==> src/logic/ccs_pkg.sv <==
// Package with register map, field positions, reset values and types of the compass command block.
package ccs_pkg;
    localparam logic [7:0] ADDR_CTRL = 8'h00;
    localparam logic [7:0] ADDR_DEPTH = 8'h04;
    localparam logic [7:0] ADDR_CLIP = 8'h08;
    localparam logic [7:0] ADDR_DECL = 8'h0c;
    localparam logic [7:0] ADDR_PERIOD = 8'h10;
    localparam logic [7:0] ADDR_SCORE = 8'h14;
    localparam logic [7:0] ADDR_HEADING = 8'h18;
    localparam logic [7:0] ADDR_TILT = 8'h1c;
    localparam logic [7:0] ADDR_STATUS = 8'h20;
    localparam logic [7:0] ADDR_MASK = 8'h24;

    localparam int CTRL_DAMP_BIT = 0;
    localparam int CTRL_NORTH_BIT = 1;
    localparam int CTRL_UNITS_BIT = 2;
    localparam int CTRL_CAL_BIT = 3;
    localparam int CTRL_ORDER_BIT = 4;
    localparam int CTRL_SAVE_BIT = 5;
    localparam int TILT_FLAG_BIT = 16;

    localparam int ST_CLIP = 0;
    localparam int ST_CAL_DONE = 1;
    localparam int ST_SAVE_DONE = 2;
    localparam int ST_REJECT = 3;
    localparam int ST_W = 4;

    localparam logic [3:0] DEPTH_RESET = 4'h1;
    localparam logic [3:0] DEPTH_MIN = 4'h1;
    localparam logic [3:0] DEPTH_MAX = 4'h8;
    localparam logic [15:0] CLIP_RESET = 16'h0000;
    localparam logic signed [15:0] DECL_RESET = 16'sh0000;
    localparam logic signed [15:0] DECL_DEG_MAX = 16'sh00b4;
    localparam logic signed [15:0] DECL_MIL_MAX = 16'sh0c80;
    localparam logic signed [17:0] CIRCLE_DEG = 18'sh00168;
    localparam logic signed [17:0] CIRCLE_MIL = 18'sh01900;
    localparam logic ORDER_RESET = 1'b1;
    localparam logic [2:0] PERIOD_RESET = 3'h0;
    localparam logic [3:0] SCORE_CAP = 4'h9;
    localparam int SCORE_SHIFT = 4;
    localparam logic [15:0] MAG_MIN = 16'h0001;

    typedef struct packed {
        logic damp_en;
        logic north_true;
        logic units_mils;
        logic cal_en;
        logic order_big;
        logic [3:0] depth;
        logic [15:0] clip;
        logic signed [15:0] decl;
        logic [2:0] period;
    } ccs_cfg_t;

    typedef struct packed {
        logic [3:0] h;
        logic [3:0] v;
        logic [15:0] m;
    } ccs_score_t;

    typedef enum logic [2:0] {
        CAL_IDLE = 3'b001,
        CAL_COLLECT = 3'b010,
        CAL_SCORE = 3'b100
    } ccs_cal_state_t;
endpackage

==> src/logic/ccs_top.sv <==
// Compass settings, heading correction and calibration engine behind an APB slave.
//
// Chosen here: the address map and the APB register port.
`timescale 1ns/1ps
module ccs_top #(
    parameter logic [15:0] TILT_MAX = 16'h0384,
    parameter logic [2:0] PERIOD_MAX = 3'h7
) (
    input wire logic pclk,
    input wire logic presetn,
    input wire logic psel,
    input wire logic penable,
    input wire logic pwrite,
    input wire logic [7:0] paddr,
    input wire logic [31:0] pwdata,
    output logic [31:0] prdata,
    output logic pready,
    output logic pslverr,
    input wire logic sample_valid,
    input wire logic [15:0] heading_raw,
    input wire logic signed [15:0] tilt_raw,
    input wire logic signed [15:0] mag_x,
    input wire logic signed [15:0] mag_y,
    input wire logic module_has_cpu,
    input wire logic [31:0] host_tx_word,
    output logic [31:0] mod_tx_word,
    input wire logic [31:0] mod_rx_word,
    output logic [31:0] host_param_word,
    output logic [15:0] heading_out,
    output logic heading_valid,
    output logic signed [15:0] tilt_out,
    output logic tilt_clipped,
    output logic [2:0] conversion_period_select,
    output ccs_pkg::ccs_cfg_t settings,
    output logic signed [15:0] cal_off_x,
    output logic signed [15:0] cal_off_y,
    output logic cal_active,
    output logic save_req,
    input wire logic save_ack,
    output logic irq
);
    ccs_pkg::ccs_cfg_t cfg;
    ccs_pkg::ccs_score_t score;
    ccs_pkg::ccs_cal_state_t cal_state;
    logic [ccs_pkg::ST_W-1:0] status;
    logic [ccs_pkg::ST_W-1:0] mask;
    logic [ccs_pkg::ST_W-1:0] ev_set;
    logic wr;
    logic ev_reject;
    logic ev_clip;
    logic ev_cal_done;
    logic s1_valid;
    logic [15:0] s1_heading;
    logic signed [23:0] damp_acc;
    logic signed [17:0] corr_sum;
    logic signed [17:0] circle;
    logic signed [24:0] damp_diff;
    logic signed [15:0] min_x;
    logic signed [15:0] max_x;
    logic signed [15:0] min_y;
    logic signed [15:0] max_y;
    logic [15:0] tilt_peak;
    logic [15:0] tilt_abs;
    logic cal_first;
    logic [16:0] span_x;
    logic [16:0] span_y;
    logic [16:0] span_sum;
    logic [16:0] span_diff;

    function automatic logic decl_ok(input logic signed [15:0] v, input logic mils);
        logic signed [15:0] lim;
        lim = mils ? ccs_pkg::DECL_MIL_MAX : ccs_pkg::DECL_DEG_MAX;
        decl_ok = (v <= lim) && (v >= -lim);
    endfunction

    function automatic logic [3:0] cap_score(input logic [16:0] v);
        logic [16:0] s;
        s = v >> ccs_pkg::SCORE_SHIFT;
        cap_score = (s > 17'(ccs_pkg::SCORE_CAP)) ? ccs_pkg::SCORE_CAP : s[3:0];
    endfunction

    function automatic logic [31:0] swap32(input logic [31:0] w);
        swap32 = {w[7:0], w[15:8], w[23:16], w[31:24]};
    endfunction

    function automatic logic is_mapped(input logic [7:0] a);
        is_mapped = (a[1:0] == 2'h0) && (a <= ccs_pkg::ADDR_MASK);
    endfunction

    // Zero wait state slave; unmapped words answer with an error.
    assign pready = 1'b1;
    assign pslverr = psel && penable && !is_mapped(paddr);
    assign wr = psel && penable && pwrite && is_mapped(paddr);
    assign settings = cfg;
    assign conversion_period_select = cfg.period;
    assign cal_active = cfg.cal_en;
    assign irq = |(status & mask);

    // Settings writes; depth, clip, declination and period are range checked before they land, control bits are not.
    always_ff @(posedge pclk or negedge presetn) begin
        if (!presetn) begin
            cfg.damp_en <= 1'b0;
            cfg.north_true <= 1'b0;
            cfg.units_mils <= 1'b0;
            cfg.cal_en <= 1'b0;
            cfg.order_big <= ccs_pkg::ORDER_RESET;
            cfg.depth <= ccs_pkg::DEPTH_RESET;
            cfg.clip <= ccs_pkg::CLIP_RESET;
            cfg.decl <= ccs_pkg::DECL_RESET;
            cfg.period <= ccs_pkg::PERIOD_RESET;
            ev_reject <= 1'b0;
        end else begin
            ev_reject <= 1'b0;
            if (wr) begin
                case (paddr)
                    ccs_pkg::ADDR_CTRL: begin
                        cfg.damp_en <= pwdata[ccs_pkg::CTRL_DAMP_BIT];
                        cfg.north_true <= pwdata[ccs_pkg::CTRL_NORTH_BIT];
                        cfg.units_mils <= pwdata[ccs_pkg::CTRL_UNITS_BIT];
                        cfg.cal_en <= pwdata[ccs_pkg::CTRL_CAL_BIT];
                        cfg.order_big <= pwdata[ccs_pkg::CTRL_ORDER_BIT];
                    end
                    ccs_pkg::ADDR_DEPTH: begin
                        if (pwdata[31:4] == 28'h0 && pwdata[3:0] >= ccs_pkg::DEPTH_MIN &&
                            pwdata[3:0] <= ccs_pkg::DEPTH_MAX) begin
                            cfg.depth <= pwdata[3:0];
                        end else begin
                            ev_reject <= 1'b1;
                        end
                    end
                    ccs_pkg::ADDR_CLIP: begin
                        if (pwdata[31:16] == 16'h0 && pwdata[15:0] <= TILT_MAX) begin
                            cfg.clip <= pwdata[15:0];
                        end else begin
                            ev_reject <= 1'b1;
                        end
                    end
                    ccs_pkg::ADDR_DECL: begin
                        if (decl_ok(pwdata[15:0], cfg.units_mils)) begin
                            cfg.decl <= pwdata[15:0];
                        end else begin
                            ev_reject <= 1'b1;
                        end
                    end
                    ccs_pkg::ADDR_PERIOD: begin
                        if (pwdata[31:3] == 29'h0 && pwdata[2:0] <= PERIOD_MAX) begin
                            cfg.period <= pwdata[2:0];
                        end else begin
                            ev_reject <= 1'b1;
                        end
                    end
                    default: begin
                    end
                endcase
            end
        end
    end

    // Save request stays up until the storage side acknowledges it.
    always_ff @(posedge pclk or negedge presetn) begin
        if (!presetn) begin
            save_req <= 1'b0;
        end else if (save_req && save_ack) begin
            save_req <= 1'b0;
        end else if (wr && paddr == ccs_pkg::ADDR_CTRL && pwdata[ccs_pkg::CTRL_SAVE_BIT]) begin
            save_req <= 1'b1;
        end
    end

    // Read data is captured in the setup cycle so it stands in a flip-flop for the access cycle.
    always_ff @(posedge pclk or negedge presetn) begin
        if (!presetn) begin
            prdata <= 32'h0;
        end else if (psel && !penable && !pwrite) begin
            case (paddr)
                ccs_pkg::ADDR_CTRL: prdata <= {26'h0, save_req, cfg.order_big, cfg.cal_en,
                                               cfg.units_mils, cfg.north_true, cfg.damp_en};
                ccs_pkg::ADDR_DEPTH: prdata <= {28'h0, cfg.depth};
                ccs_pkg::ADDR_CLIP: prdata <= {16'h0, cfg.clip};
                ccs_pkg::ADDR_DECL: prdata <= {{16{cfg.decl[15]}}, cfg.decl};
                ccs_pkg::ADDR_PERIOD: prdata <= {29'h0, cfg.period};
                ccs_pkg::ADDR_SCORE: prdata <= {8'h0, score};
                ccs_pkg::ADDR_HEADING: prdata <= {16'h0, heading_out};
                ccs_pkg::ADDR_TILT: prdata <= {15'h0, tilt_clipped, tilt_out};
                ccs_pkg::ADDR_STATUS: prdata <= {28'h0, status};
                ccs_pkg::ADDR_MASK: prdata <= {28'h0, mask};
                default: prdata <= 32'h0;
            endcase
        end
    end

    // Sticky status, cleared by writing ones; a new event in the same cycle wins.
    assign ev_set = {ev_reject, save_req & save_ack, ev_cal_done, ev_clip};
    always_ff @(posedge pclk or negedge presetn) begin
        if (!presetn) begin
            status <= '0;
            mask <= '0;
        end else begin
            if (wr && paddr == ccs_pkg::ADDR_STATUS) begin
                status <= (status & ~pwdata[ccs_pkg::ST_W-1:0]) | ev_set;
            end else begin
                status <= status | ev_set;
            end
            if (wr && paddr == ccs_pkg::ADDR_MASK) begin
                mask <= pwdata[ccs_pkg::ST_W-1:0];
            end
        end
    end

    // Heading correction when the module has no CPU: declination, wrapped into one full circle of the chosen unit.
    assign circle = cfg.units_mils ? ccs_pkg::CIRCLE_MIL : ccs_pkg::CIRCLE_DEG;
    assign corr_sum = $signed({2'b00, heading_raw}) +
                      (cfg.north_true ? 18'(cfg.decl) : 18'sh00000);
    always_ff @(posedge pclk or negedge presetn) begin
        if (!presetn) begin
            s1_valid <= 1'b0;
            s1_heading <= 16'h0;
        end else begin
            s1_valid <= sample_valid;
            if (sample_valid) begin
                if (module_has_cpu) begin
                    s1_heading <= heading_raw;
                end else if (corr_sum < 18'sh00000) begin
                    s1_heading <= 16'(corr_sum + circle);
                end else if (corr_sum >= circle) begin
                    s1_heading <= 16'(corr_sum - circle);
                end else begin
                    s1_heading <= corr_sum[15:0];
                end
            end
        end
    end

    // Exponential damping with weight 2^-(depth-1), skipped when the module has a CPU; it ignores the wrap at north, so
    // headings near the wrap point settle through the long way round.
    assign damp_diff = $signed({1'b0, s1_heading, 8'h00}) - 25'(damp_acc);
    always_ff @(posedge pclk or negedge presetn) begin
        if (!presetn) begin
            damp_acc <= 24'sh000000;
            heading_out <= 16'h0;
            heading_valid <= 1'b0;
        end else begin
            heading_valid <= s1_valid;
            if (s1_valid) begin
                if (cfg.damp_en && !module_has_cpu) begin
                    damp_acc <= damp_acc + 24'(damp_diff >>> (cfg.depth - 4'h1));
                    heading_out <= 16'((damp_acc + 24'(damp_diff >>> (cfg.depth - 4'h1))) >>> 8);
                end else begin
                    damp_acc <= $signed({s1_heading, 8'h00});
                    heading_out <= s1_heading;
                end
            end
        end
    end

    // Tilt clipping against the stored limit in both directions.
    always_ff @(posedge pclk or negedge presetn) begin
        if (!presetn) begin
            tilt_out <= 16'sh0000;
            tilt_clipped <= 1'b0;
            ev_clip <= 1'b0;
        end else begin
            ev_clip <= 1'b0;
            if (sample_valid) begin
                if (tilt_raw > $signed(cfg.clip)) begin
                    tilt_out <= $signed(cfg.clip);
                    tilt_clipped <= 1'b1;
                    ev_clip <= 1'b1;
                end else if (tilt_raw < -$signed(cfg.clip)) begin
                    tilt_out <= -$signed(cfg.clip);
                    tilt_clipped <= 1'b1;
                    ev_clip <= 1'b1;
                end else begin
                    tilt_out <= tilt_raw;
                    tilt_clipped <= 1'b0;
                end
            end
        end
    end

    // Word order toward and from the module.
    always_ff @(posedge pclk or negedge presetn) begin
        if (!presetn) begin
            mod_tx_word <= 32'h0;
            host_param_word <= 32'h0;
        end else if (module_has_cpu && !cfg.order_big) begin
            mod_tx_word <= swap32(host_tx_word);
            host_param_word <= swap32(mod_rx_word);
        end else begin
            mod_tx_word <= host_tx_word;
            host_param_word <= mod_rx_word;
        end
    end

    // Calibration: track field extremes while enabled, score them when disabled.
    assign tilt_abs = tilt_raw[15] ? 16'(-tilt_raw) : tilt_raw;
    assign span_x = 17'($signed({max_x[15], max_x}) - $signed({min_x[15], min_x}));
    assign span_y = 17'($signed({max_y[15], max_y}) - $signed({min_y[15], min_y}));
    assign span_sum = span_x + span_y;
    assign span_diff = (span_x > span_y) ? span_x - span_y : span_y - span_x;
    always_ff @(posedge pclk or negedge presetn) begin
        if (!presetn) begin
            cal_state <= ccs_pkg::CAL_IDLE;
            cal_first <= 1'b0;
            ev_cal_done <= 1'b0;
            min_x <= 16'sh0000;
            max_x <= 16'sh0000;
            min_y <= 16'sh0000;
            max_y <= 16'sh0000;
            tilt_peak <= 16'h0;
            cal_off_x <= 16'sh0000;
            cal_off_y <= 16'sh0000;
            score <= '{h: 4'h0, v: 4'h0, m: ccs_pkg::MAG_MIN};
        end else begin
            ev_cal_done <= 1'b0;
            case (cal_state)
                ccs_pkg::CAL_IDLE: begin
                    if (cfg.cal_en) begin
                        cal_state <= ccs_pkg::CAL_COLLECT;
                        cal_first <= 1'b1;
                    end
                end
                ccs_pkg::CAL_COLLECT: begin
                    if (!cfg.cal_en) begin
                        cal_state <= ccs_pkg::CAL_SCORE;
                    end else if (sample_valid) begin
                        cal_first <= 1'b0;
                        min_x <= (cal_first || mag_x < min_x) ? mag_x : min_x;
                        max_x <= (cal_first || mag_x > max_x) ? mag_x : max_x;
                        min_y <= (cal_first || mag_y < min_y) ? mag_y : min_y;
                        max_y <= (cal_first || mag_y > max_y) ? mag_y : max_y;
                        tilt_peak <= (cal_first || tilt_abs > tilt_peak) ? tilt_abs : tilt_peak;
                    end
                end
                ccs_pkg::CAL_SCORE: begin
                    cal_state <= ccs_pkg::CAL_IDLE;
                    ev_cal_done <= 1'b1;
                    // A run with no samples leaves coefficients and score untouched.
                    if (!cal_first) begin
                        cal_off_x <= 16'(($signed({max_x[15], max_x}) + $signed({min_x[15], min_x})) >>> 1);
                        cal_off_y <= 16'(($signed({max_y[15], max_y}) + $signed({min_y[15], min_y})) >>> 1);
                        score.h <= cap_score(span_diff);
                        score.v <= cap_score({1'b0, tilt_peak});
                        score.m <= (span_sum[16:1] == 16'h0) ? ccs_pkg::MAG_MIN : span_sum[16:1];
                    end
                end
                default: cal_state <= ccs_pkg::CAL_IDLE;
            endcase
        end
    end
endmodule

==> config.mk <==
export PLATFORM = sky130hd
export DESIGN_NAME = ccs_top
export DESIGN_NICKNAME = d
export VERILOG_FILES = /design/src/logic/ccs_pkg.sv /design/src/logic/ccs_top.sv
export SDC_FILE = /design/constraint.sdc
export NUM_CORES = 1
export LEC_CHECK = 0
export CORE_ASPECT_RATIO = 1.4
export CORE_MARGIN = 1
export CORE_UTILIZATION = 30
export CTS_CLUSTER_DIAMETER = 40
export CTS_CLUSTER_SIZE = 14
export DETAILED_ROUTE_END_ITERATION = 10
export DONT_BUFFER_PORTS = 1
export GPL_TIMING_DRIVEN = 0
export HOLD_SLACK_MARGIN = 0.06
export PLACE_DENSITY_LB_ADDON = 0.08
export SETUP_SLACK_MARGIN = 0.05
export SLEW_MARGIN = 15
export SYNTH_ARGS = -nofsm -noshare
export SYNTH_HDL_FRONTEND = slang
export SYNTH_SLANG_ARGS = --single-unit
==> constraint.sdc <==
create_clock -name pclk -period 11.9 [get_ports pclk]
set_input_delay 1.785 -clock pclk [delete_from_list [all_inputs] [get_ports pclk]]
set_output_delay 1.785 -clock pclk [all_outputs]
set_load 0.05 [all_outputs]
Yosys cells after proc, flatten, opt, wreduce, memory -nomap -nowiden
Index checks and enable logic that the tools add are counted.
Cells by class
  add/sub/neg operators: 16
  $mul: 0
  div/mod/pow operators: 0
  order comparisons: 19
  equality and inequality tests: 16
  shift operators: 1
  mux-type cells: 38
  bitwise operators: 7
  reductions and logical operators: 51
Operators with widths (number)
  one-hot mux 32 bit (10 select lines): 1
  two-way mux 16 bit: 8
  greater-than comparator 16 bit: 4
  two-way mux 32 bit: 2
  < comparator 16 bit: 3
  adder 16 x 16 -> 17 bit: 2
  subtractor 16 x 16 -> 17 bit: 2
  subtractor 17 bit: 2
  equality test 8 x 5 -> 1 bit (second input constant): 4
  zero test 16 bit: 2
  negation 16 bit: 2
  zero test 29 bit: 1
  zero test 28 bit: 1
  >>> shifter 25 x 4 -> 24 bit: 1
  subtractor 25 x 24 -> 25 bit: 1
  adder 24 bit: 1
  two-way mux 24 bit: 1
  AND reduction 4 bit: 6
  logical AND 1 bit: 19
  adder 17 x 18 -> 18 bit: 1
  >= comparator 18 x 14 -> 1 bit: 1
  < comparator 18 x 1 -> 1 bit (second input constant): 1
  two-way mux 18 bit: 1
  adder 17 bit: 1
  43 further kinds: 80
Word-level totals
  register bits after elaboration: 367
  latch bits: 0
  bits in writable memories: 0
  ROM bits: 0
  output and inout bits: 214
  word-level logic and storage cells: 185
  memories kept: 0

Logic depth before layout (Yosys ltp)
  word-level depth: 7
  mapped depth: 29
  depth with buffers taken out: 27

Worst setup path before layout
Ideal clock, no wire load.
  path type: in2reg
  start: input heading_raw[0]
  end: register s1_heading[3]
  arrival: 5.592 ns
  data required time: 11.775 ns
  path slack: 6.184 ns
  stages on the path: 20
  path buffers: 1
  cell sequence: ha_1 inv_1 fa_1 nand2b_1 a21oi_1 o21ai_4 o31ai_1 a211oi_1 nor2_1 ha_1 nor2b_1 nand4b_1 nor2_1 a311o_1 or4b_4 buf_6 nor2_4 mux2i_1 o21ai_1 mux2_2
Between the ends
  word-level cells in the longest chain between the ends: 5
Ends and longest elaborated chain
  start: declaration: RTL line ccs_top.sv:20  | input wire logic [15:0] heading_raw,
  adder 17 x 18 -> 18 bit (*): RTL line ccs_top.sv:212  | assign corr_sum = $signed({2'b00, heading_raw}) +
  subtractor 16 x 14 -> 16 bit / >= comparator 18 x 14 -> 1 bit (equally long branches): RTL line ccs_top.sv:226, ccs_top.sv:225
  two-way mux 16 bit: RTL line ccs_top.sv:225  | end else if (corr_sum >= circle) begin
  two-way mux 16 bit (*): RTL line ccs_top.sv:223  | end else if (corr_sum < 18'sh00000) begin
  two-way mux 16 bit (*): RTL line ccs_top.sv:221  | if (module_has_cpu) begin
  end signal: assignment: RTL line ccs_top.sv:222  | s1_heading <= heading_raw;
  end signal: assignment: RTL line ccs_top.sv:224  | s1_heading <= 16'(corr_sum + circle);
  end signal: assignment: RTL line ccs_top.sv:226  | s1_heading <= 16'(corr_sum - circle);
  end: declaration: RTL line ccs_top.sv:53  | logic [15:0] s1_heading;
Mark *: on every way between the ends. The rest lies on a longest branch, timed or not.
A chain may end at the register's enable or synchronous reset.

Worst setup path in the final report
  start: register min_y[1]
  end: register score[20] in the netlist's numbering
Between the ends
  word-level cells in the longest chain between the ends: 5
Ends and longest elaborated chain
  start: declaration: RTL line ccs_top.sv:60  | logic signed [15:0] min_y;
  start signal: assignment: RTL line ccs_top.sv:330  | min_y <= (cal_first || mag_y < min_y) ? mag_y : min_y;
  subtractor 16 x 16 -> 17 bit (*): RTL line ccs_top.sv:298  | assign span_y = 17'($signed({max_y[15], max_y}) - $signed({min_y[15], min_y}));
  subtractor 17 bit / greater-than comparator 17 bit (equally long branches): RTL line ccs_top.sv:300  | assign span_diff = (span_x > span_y) ? span_x - span_y : span_y - span_x;
  two-way mux 17 bit (*): RTL line ccs_top.sv:300
  greater-than comparator 13 x 4 -> 1 bit: RTL line ccs_top.sv:79  | cap_score = (s > 17'(ccs_pkg::SCORE_CAP)) ? ccs_pkg::SCORE_CAP : s[3:0];
  two-way mux 4 bit (*): RTL line ccs_top.sv:79
  end signal: assignment: RTL line ccs_top.sv:313  | score <= '{h: 4'h0, v: 4'h0, m: ccs_pkg::MAG_MIN};
  end: declaration: RTL line ccs_top.sv:43  | ccs_pkg::ccs_score_t score;
Marks and branches as above.

==> metrics.md <==
| Metric | Value |
|---|---|
| DP HPWL | `~95000 um` |
| Placed Cells | `about 4400` |
| Largest net degree at the start of global routing | `345` |
| Final hold viol count | `0` |
| Total wire length | `around 120000 um` |
| Peak Freq | `about 140 MHz` |
| Share of synthesized registers carrying an async set or reset | `1.00` |
| DR WL/cell | `25.6 um` |
| Initial Utilization | `0.303` |
| Leakage power | `about 14 nW` |
| Fin util | `0.351` |
| Critical R2R Capture | `score[20]$_DFFE_PN0P_` |
| Final-report setup violation count | `0` |
| Final Cycle Share | `0.612` |
| Flop pwr share | `0.302` |
| Peak VDD IR | `between 0.1 and 0.15 mV` |
| Net count after synthesis | `between 3000 and 4000` |
| Layout net count | `between 3000 and 4000` |
| CTS Sinks | `about 340` |
| Setup slack, reg-to-reg | `between 4000 and 5000 ps` |
| Outcome | `finished clean` |
| Worst Skew | `between 30 and 40 ps` |
| Setup TNS | `0 ps` |
| Sequential share of the synthesized area | `0.312` |
| Core area | `around 91000 um2` |
| Slowest-stage cell, CP | `o41ai_1` |
| Syn Inst Count | `approximately 3200` |
| Overall Global Routing Usage | `0.246` |
| Pwr Density | `between 100 and 150 nW/um2` |
| Total power | `~0.0045 W` |
| Number of remaining DRC errors | `0` |
| First-pass GRT wire length | `between 150000 and 200000 um` |
| Drt via density | `5.36` |
| CTS buffer count | `78` |
| Max-cap violation count | `0` |
| Die Wd | `roughly 260 um` |
| Net Sw Power | `around 0.0014 W` |
| Proportion of layout cells with a drive suffix above 1 | `0.104` |
| CP arrival | `roughly 7800 ps` |
| Synth unique cells | `96` |
| Crit end category | `flop` |
| Worst reg2reg path startpoint | `min_y[1]$_DFFE_PN0P_` |
| Initial detailed-routing violation count | `~1400` |
| Area grow syn2layout | `15.7%` |
| Mapped cell area | `27600 um2` |
| Yosys reg bits | `roughly 340` |
| CP Buf/Inv Count | `5` |
| Multi-input logic area | `17400 um2` |
| Vias | `about 24000` |
| PortBufs | `0` |
| Drt first pass iters | `8` |
| H-tree depth | `3` |
| Clock network power share | `0.519` |
| Internal power | `a little over 0.003 W` |
| Gpl congestion | `~0.99` |
| CTS tree | `built` |
| Final Non-Filler Cells | `~4500` |
| Worst path max stage delay | `roughly 770 ps` |
| Hold buffer count at CTS | `0` |
| Combinational share of power | `0.178` |
| CP Data Required Time | `between 10000 and 15000 ps` |
| R2R depth | `25` |
| RSZ-0062 raised after global routing | `no` |
| Worst-path fanout max | `10` |
| Cell Rows | `131` |
| Slew margin rel. | `0.0315` |
| CP top delay family | `compound AO/OA/AOI/OAI gates` |
| Io pins | `390` |
| CP Class | `flop to flop` |
| Fillcell total | `between 9000 and 10000` |
| Initial antenna violation count | `5` |
| Tmin final | `around 7300 ps` |
| Worst-Margin Slew | `approximately 1500 ps` |
| CTS root buffer | `clkbuf_16` |
| Warnings, synthesis | `0` |
| Clk pin slew, worst setup/hold paths | `roughly 50 ps` |
| Grt total ovfl | `0` |
| Post-synth EDFFs | `0` |
| FF+latch area | `approximately 8600 um2` |
| Post-cts sizing count | `0` |
| Hold Path Class | `flop to flop` |
| Critical Path Start Type | `flop` |
| Area after DPL | `29100 um2` |
| Vias in the first global route | `around 25000` |
| Die height | `between 300 and 400 um` |
| Final instance area | `roughly 32000 um2` |
| Worst Hold Depth | `1` |
| WHS Endpoint | `status[1]$_DFF_PN0_` |
| ANT nets after route | `0` |
| Final max-slew violation count | `0` |
| Buffer count from post-CTS setup fixing | `0` |
| Avg Cell Area, Syn | `8.62 um2` |
| Skew-Pair Late Insertion Delay | `about 660 ps` |
| CTS Buffer Depth | `3` |
| Most used DFF post-synth | `dfrtp_1` |
| Switching share of total power | `0.314` |
| HP Start | `ev_cal_done$_DFF_PN0_` |
| Die ar. | `between 90000 and 100000 um2` |
metal layers:
layer	vias to the layer above	GRT usage	wire length [um]
met2	699	0.455	61000
met3	226	0.0808	8810
met5	-	0	46
met1	11900	0.247	41300
li1	11500	-	-
met4	6	0.110	5260
layout make-up:
type | instances | area share
multi-input cells | 2467 | 0.546
flip-flops and latches | 344 | 0.269
clock buffers | 93 | 0.0663
well taps | 1197 | 0.0469
inverters | 243 | 0.0285
clock inverters | 50 | 0.0218
plain buffers | 150 | 0.0214
diodes | 2 | 0.000157
cell usage in the layout (no fill, tap or decap), drive strengths merged, types with 57 or more instances in the layout:
cell type / instances
inv: 250
mux2: 131
a21o: 57
a21oi: 190
ha: 305
dfrtp: 340
nand2: 429
o21ai: 227
nor2: 198
mux2i: 72
clkbuf: 199
xnor2: 118
Yosys cell counts, types with 57 or more instances:
| library cell | n | share of area |
|---|---|---|
| a21o_1 | 57 | 0.015 |
| a21oi_1 | 190 | 0.034 |
| clkbuf_1 | 106 | 0.014 |
| dfrtp_1 | 340 | 0.31 |
| ha_1 | 305 | 0.14 |
| inv_1 | 241 | 0.033 |
| mux2_2 | 131 | 0.053 |
| mux2i_1 | 72 | 0.026 |
| nand2_1 | 429 | 0.058 |
| nor2_1 | 197 | 0.027 |
| o21ai_0 | 216 | 0.039 |
| xnor2_1 | 118 | 0.037 |
kinds of logic after synthesis:
group                      synth area share
and+or+nand+nor                       0.161
buffers and inverters                0.0577
DFF                                   0.312
other                              0.000136
xor gates and xnor gates             0.0500
adders and majority gates             0.143
AOI/OAI and AO/OA                     0.193
muxes                                0.0827
how the worst max path moves through the flow:
stage / start / endpoint / cells after the start
floorplan: heading_raw[0] / s1_heading[3]$_DFFE_PN0P_ / 20
CTS: min_y[1]$_DFFE_PN0P_ / score[20]$_DFFE_PN0P_ / 25
detailed placement: min_y[1]$_DFFE_PN0P_ / score[20]$_DFFE_PN0P_ / 25
finish: min_y[1]$_DFFE_PN0P_ / score[20]$_DFFE_PN0P_ / 25
global placement: min_y[1]$_DFFE_PN0P_ / score[20]$_DFFE_PN0P_ / 25
global route: min_y[1]$_DFFE_PN0P_ / score[20]$_DFFE_PN0P_ / 25
power by group through the flow:
| stage | registers [W] | logic, W | clock network [W] |
|---|---|---|---|
| after floorplan | 0.00134 | 0.000590 | 0 |
| after global placement | 0.00138 | 0.000786 | 0 |
| after detailed placement | 0.00138 | 0.000792 | 0 |
| after CTS | 0.00136 | 0.000797 | 0.00239 |
| after global routing | 0.00136 | 0.000878 | 0.00244 |
| final | 0.00136 | 0.000802 | 0.00233 |
state kept, by name (all words and copies together) (netlist names), 24 cells and up:
register / flops
prdata: 25
mod_tx_word: 32
settings: 40
host_param_word: 32
score: 24
metrics by stage:
stage / hold slack, ps / setup WS (ps)
after floorplan: 404 / 6180
after global placement: 415 / 4730
after detailed placement: 416 / 4680
after CTS: 427 / 4670
after global routing: 451 / 4240
final: 423 / 4610
Power figures use the tool's default switching activity.
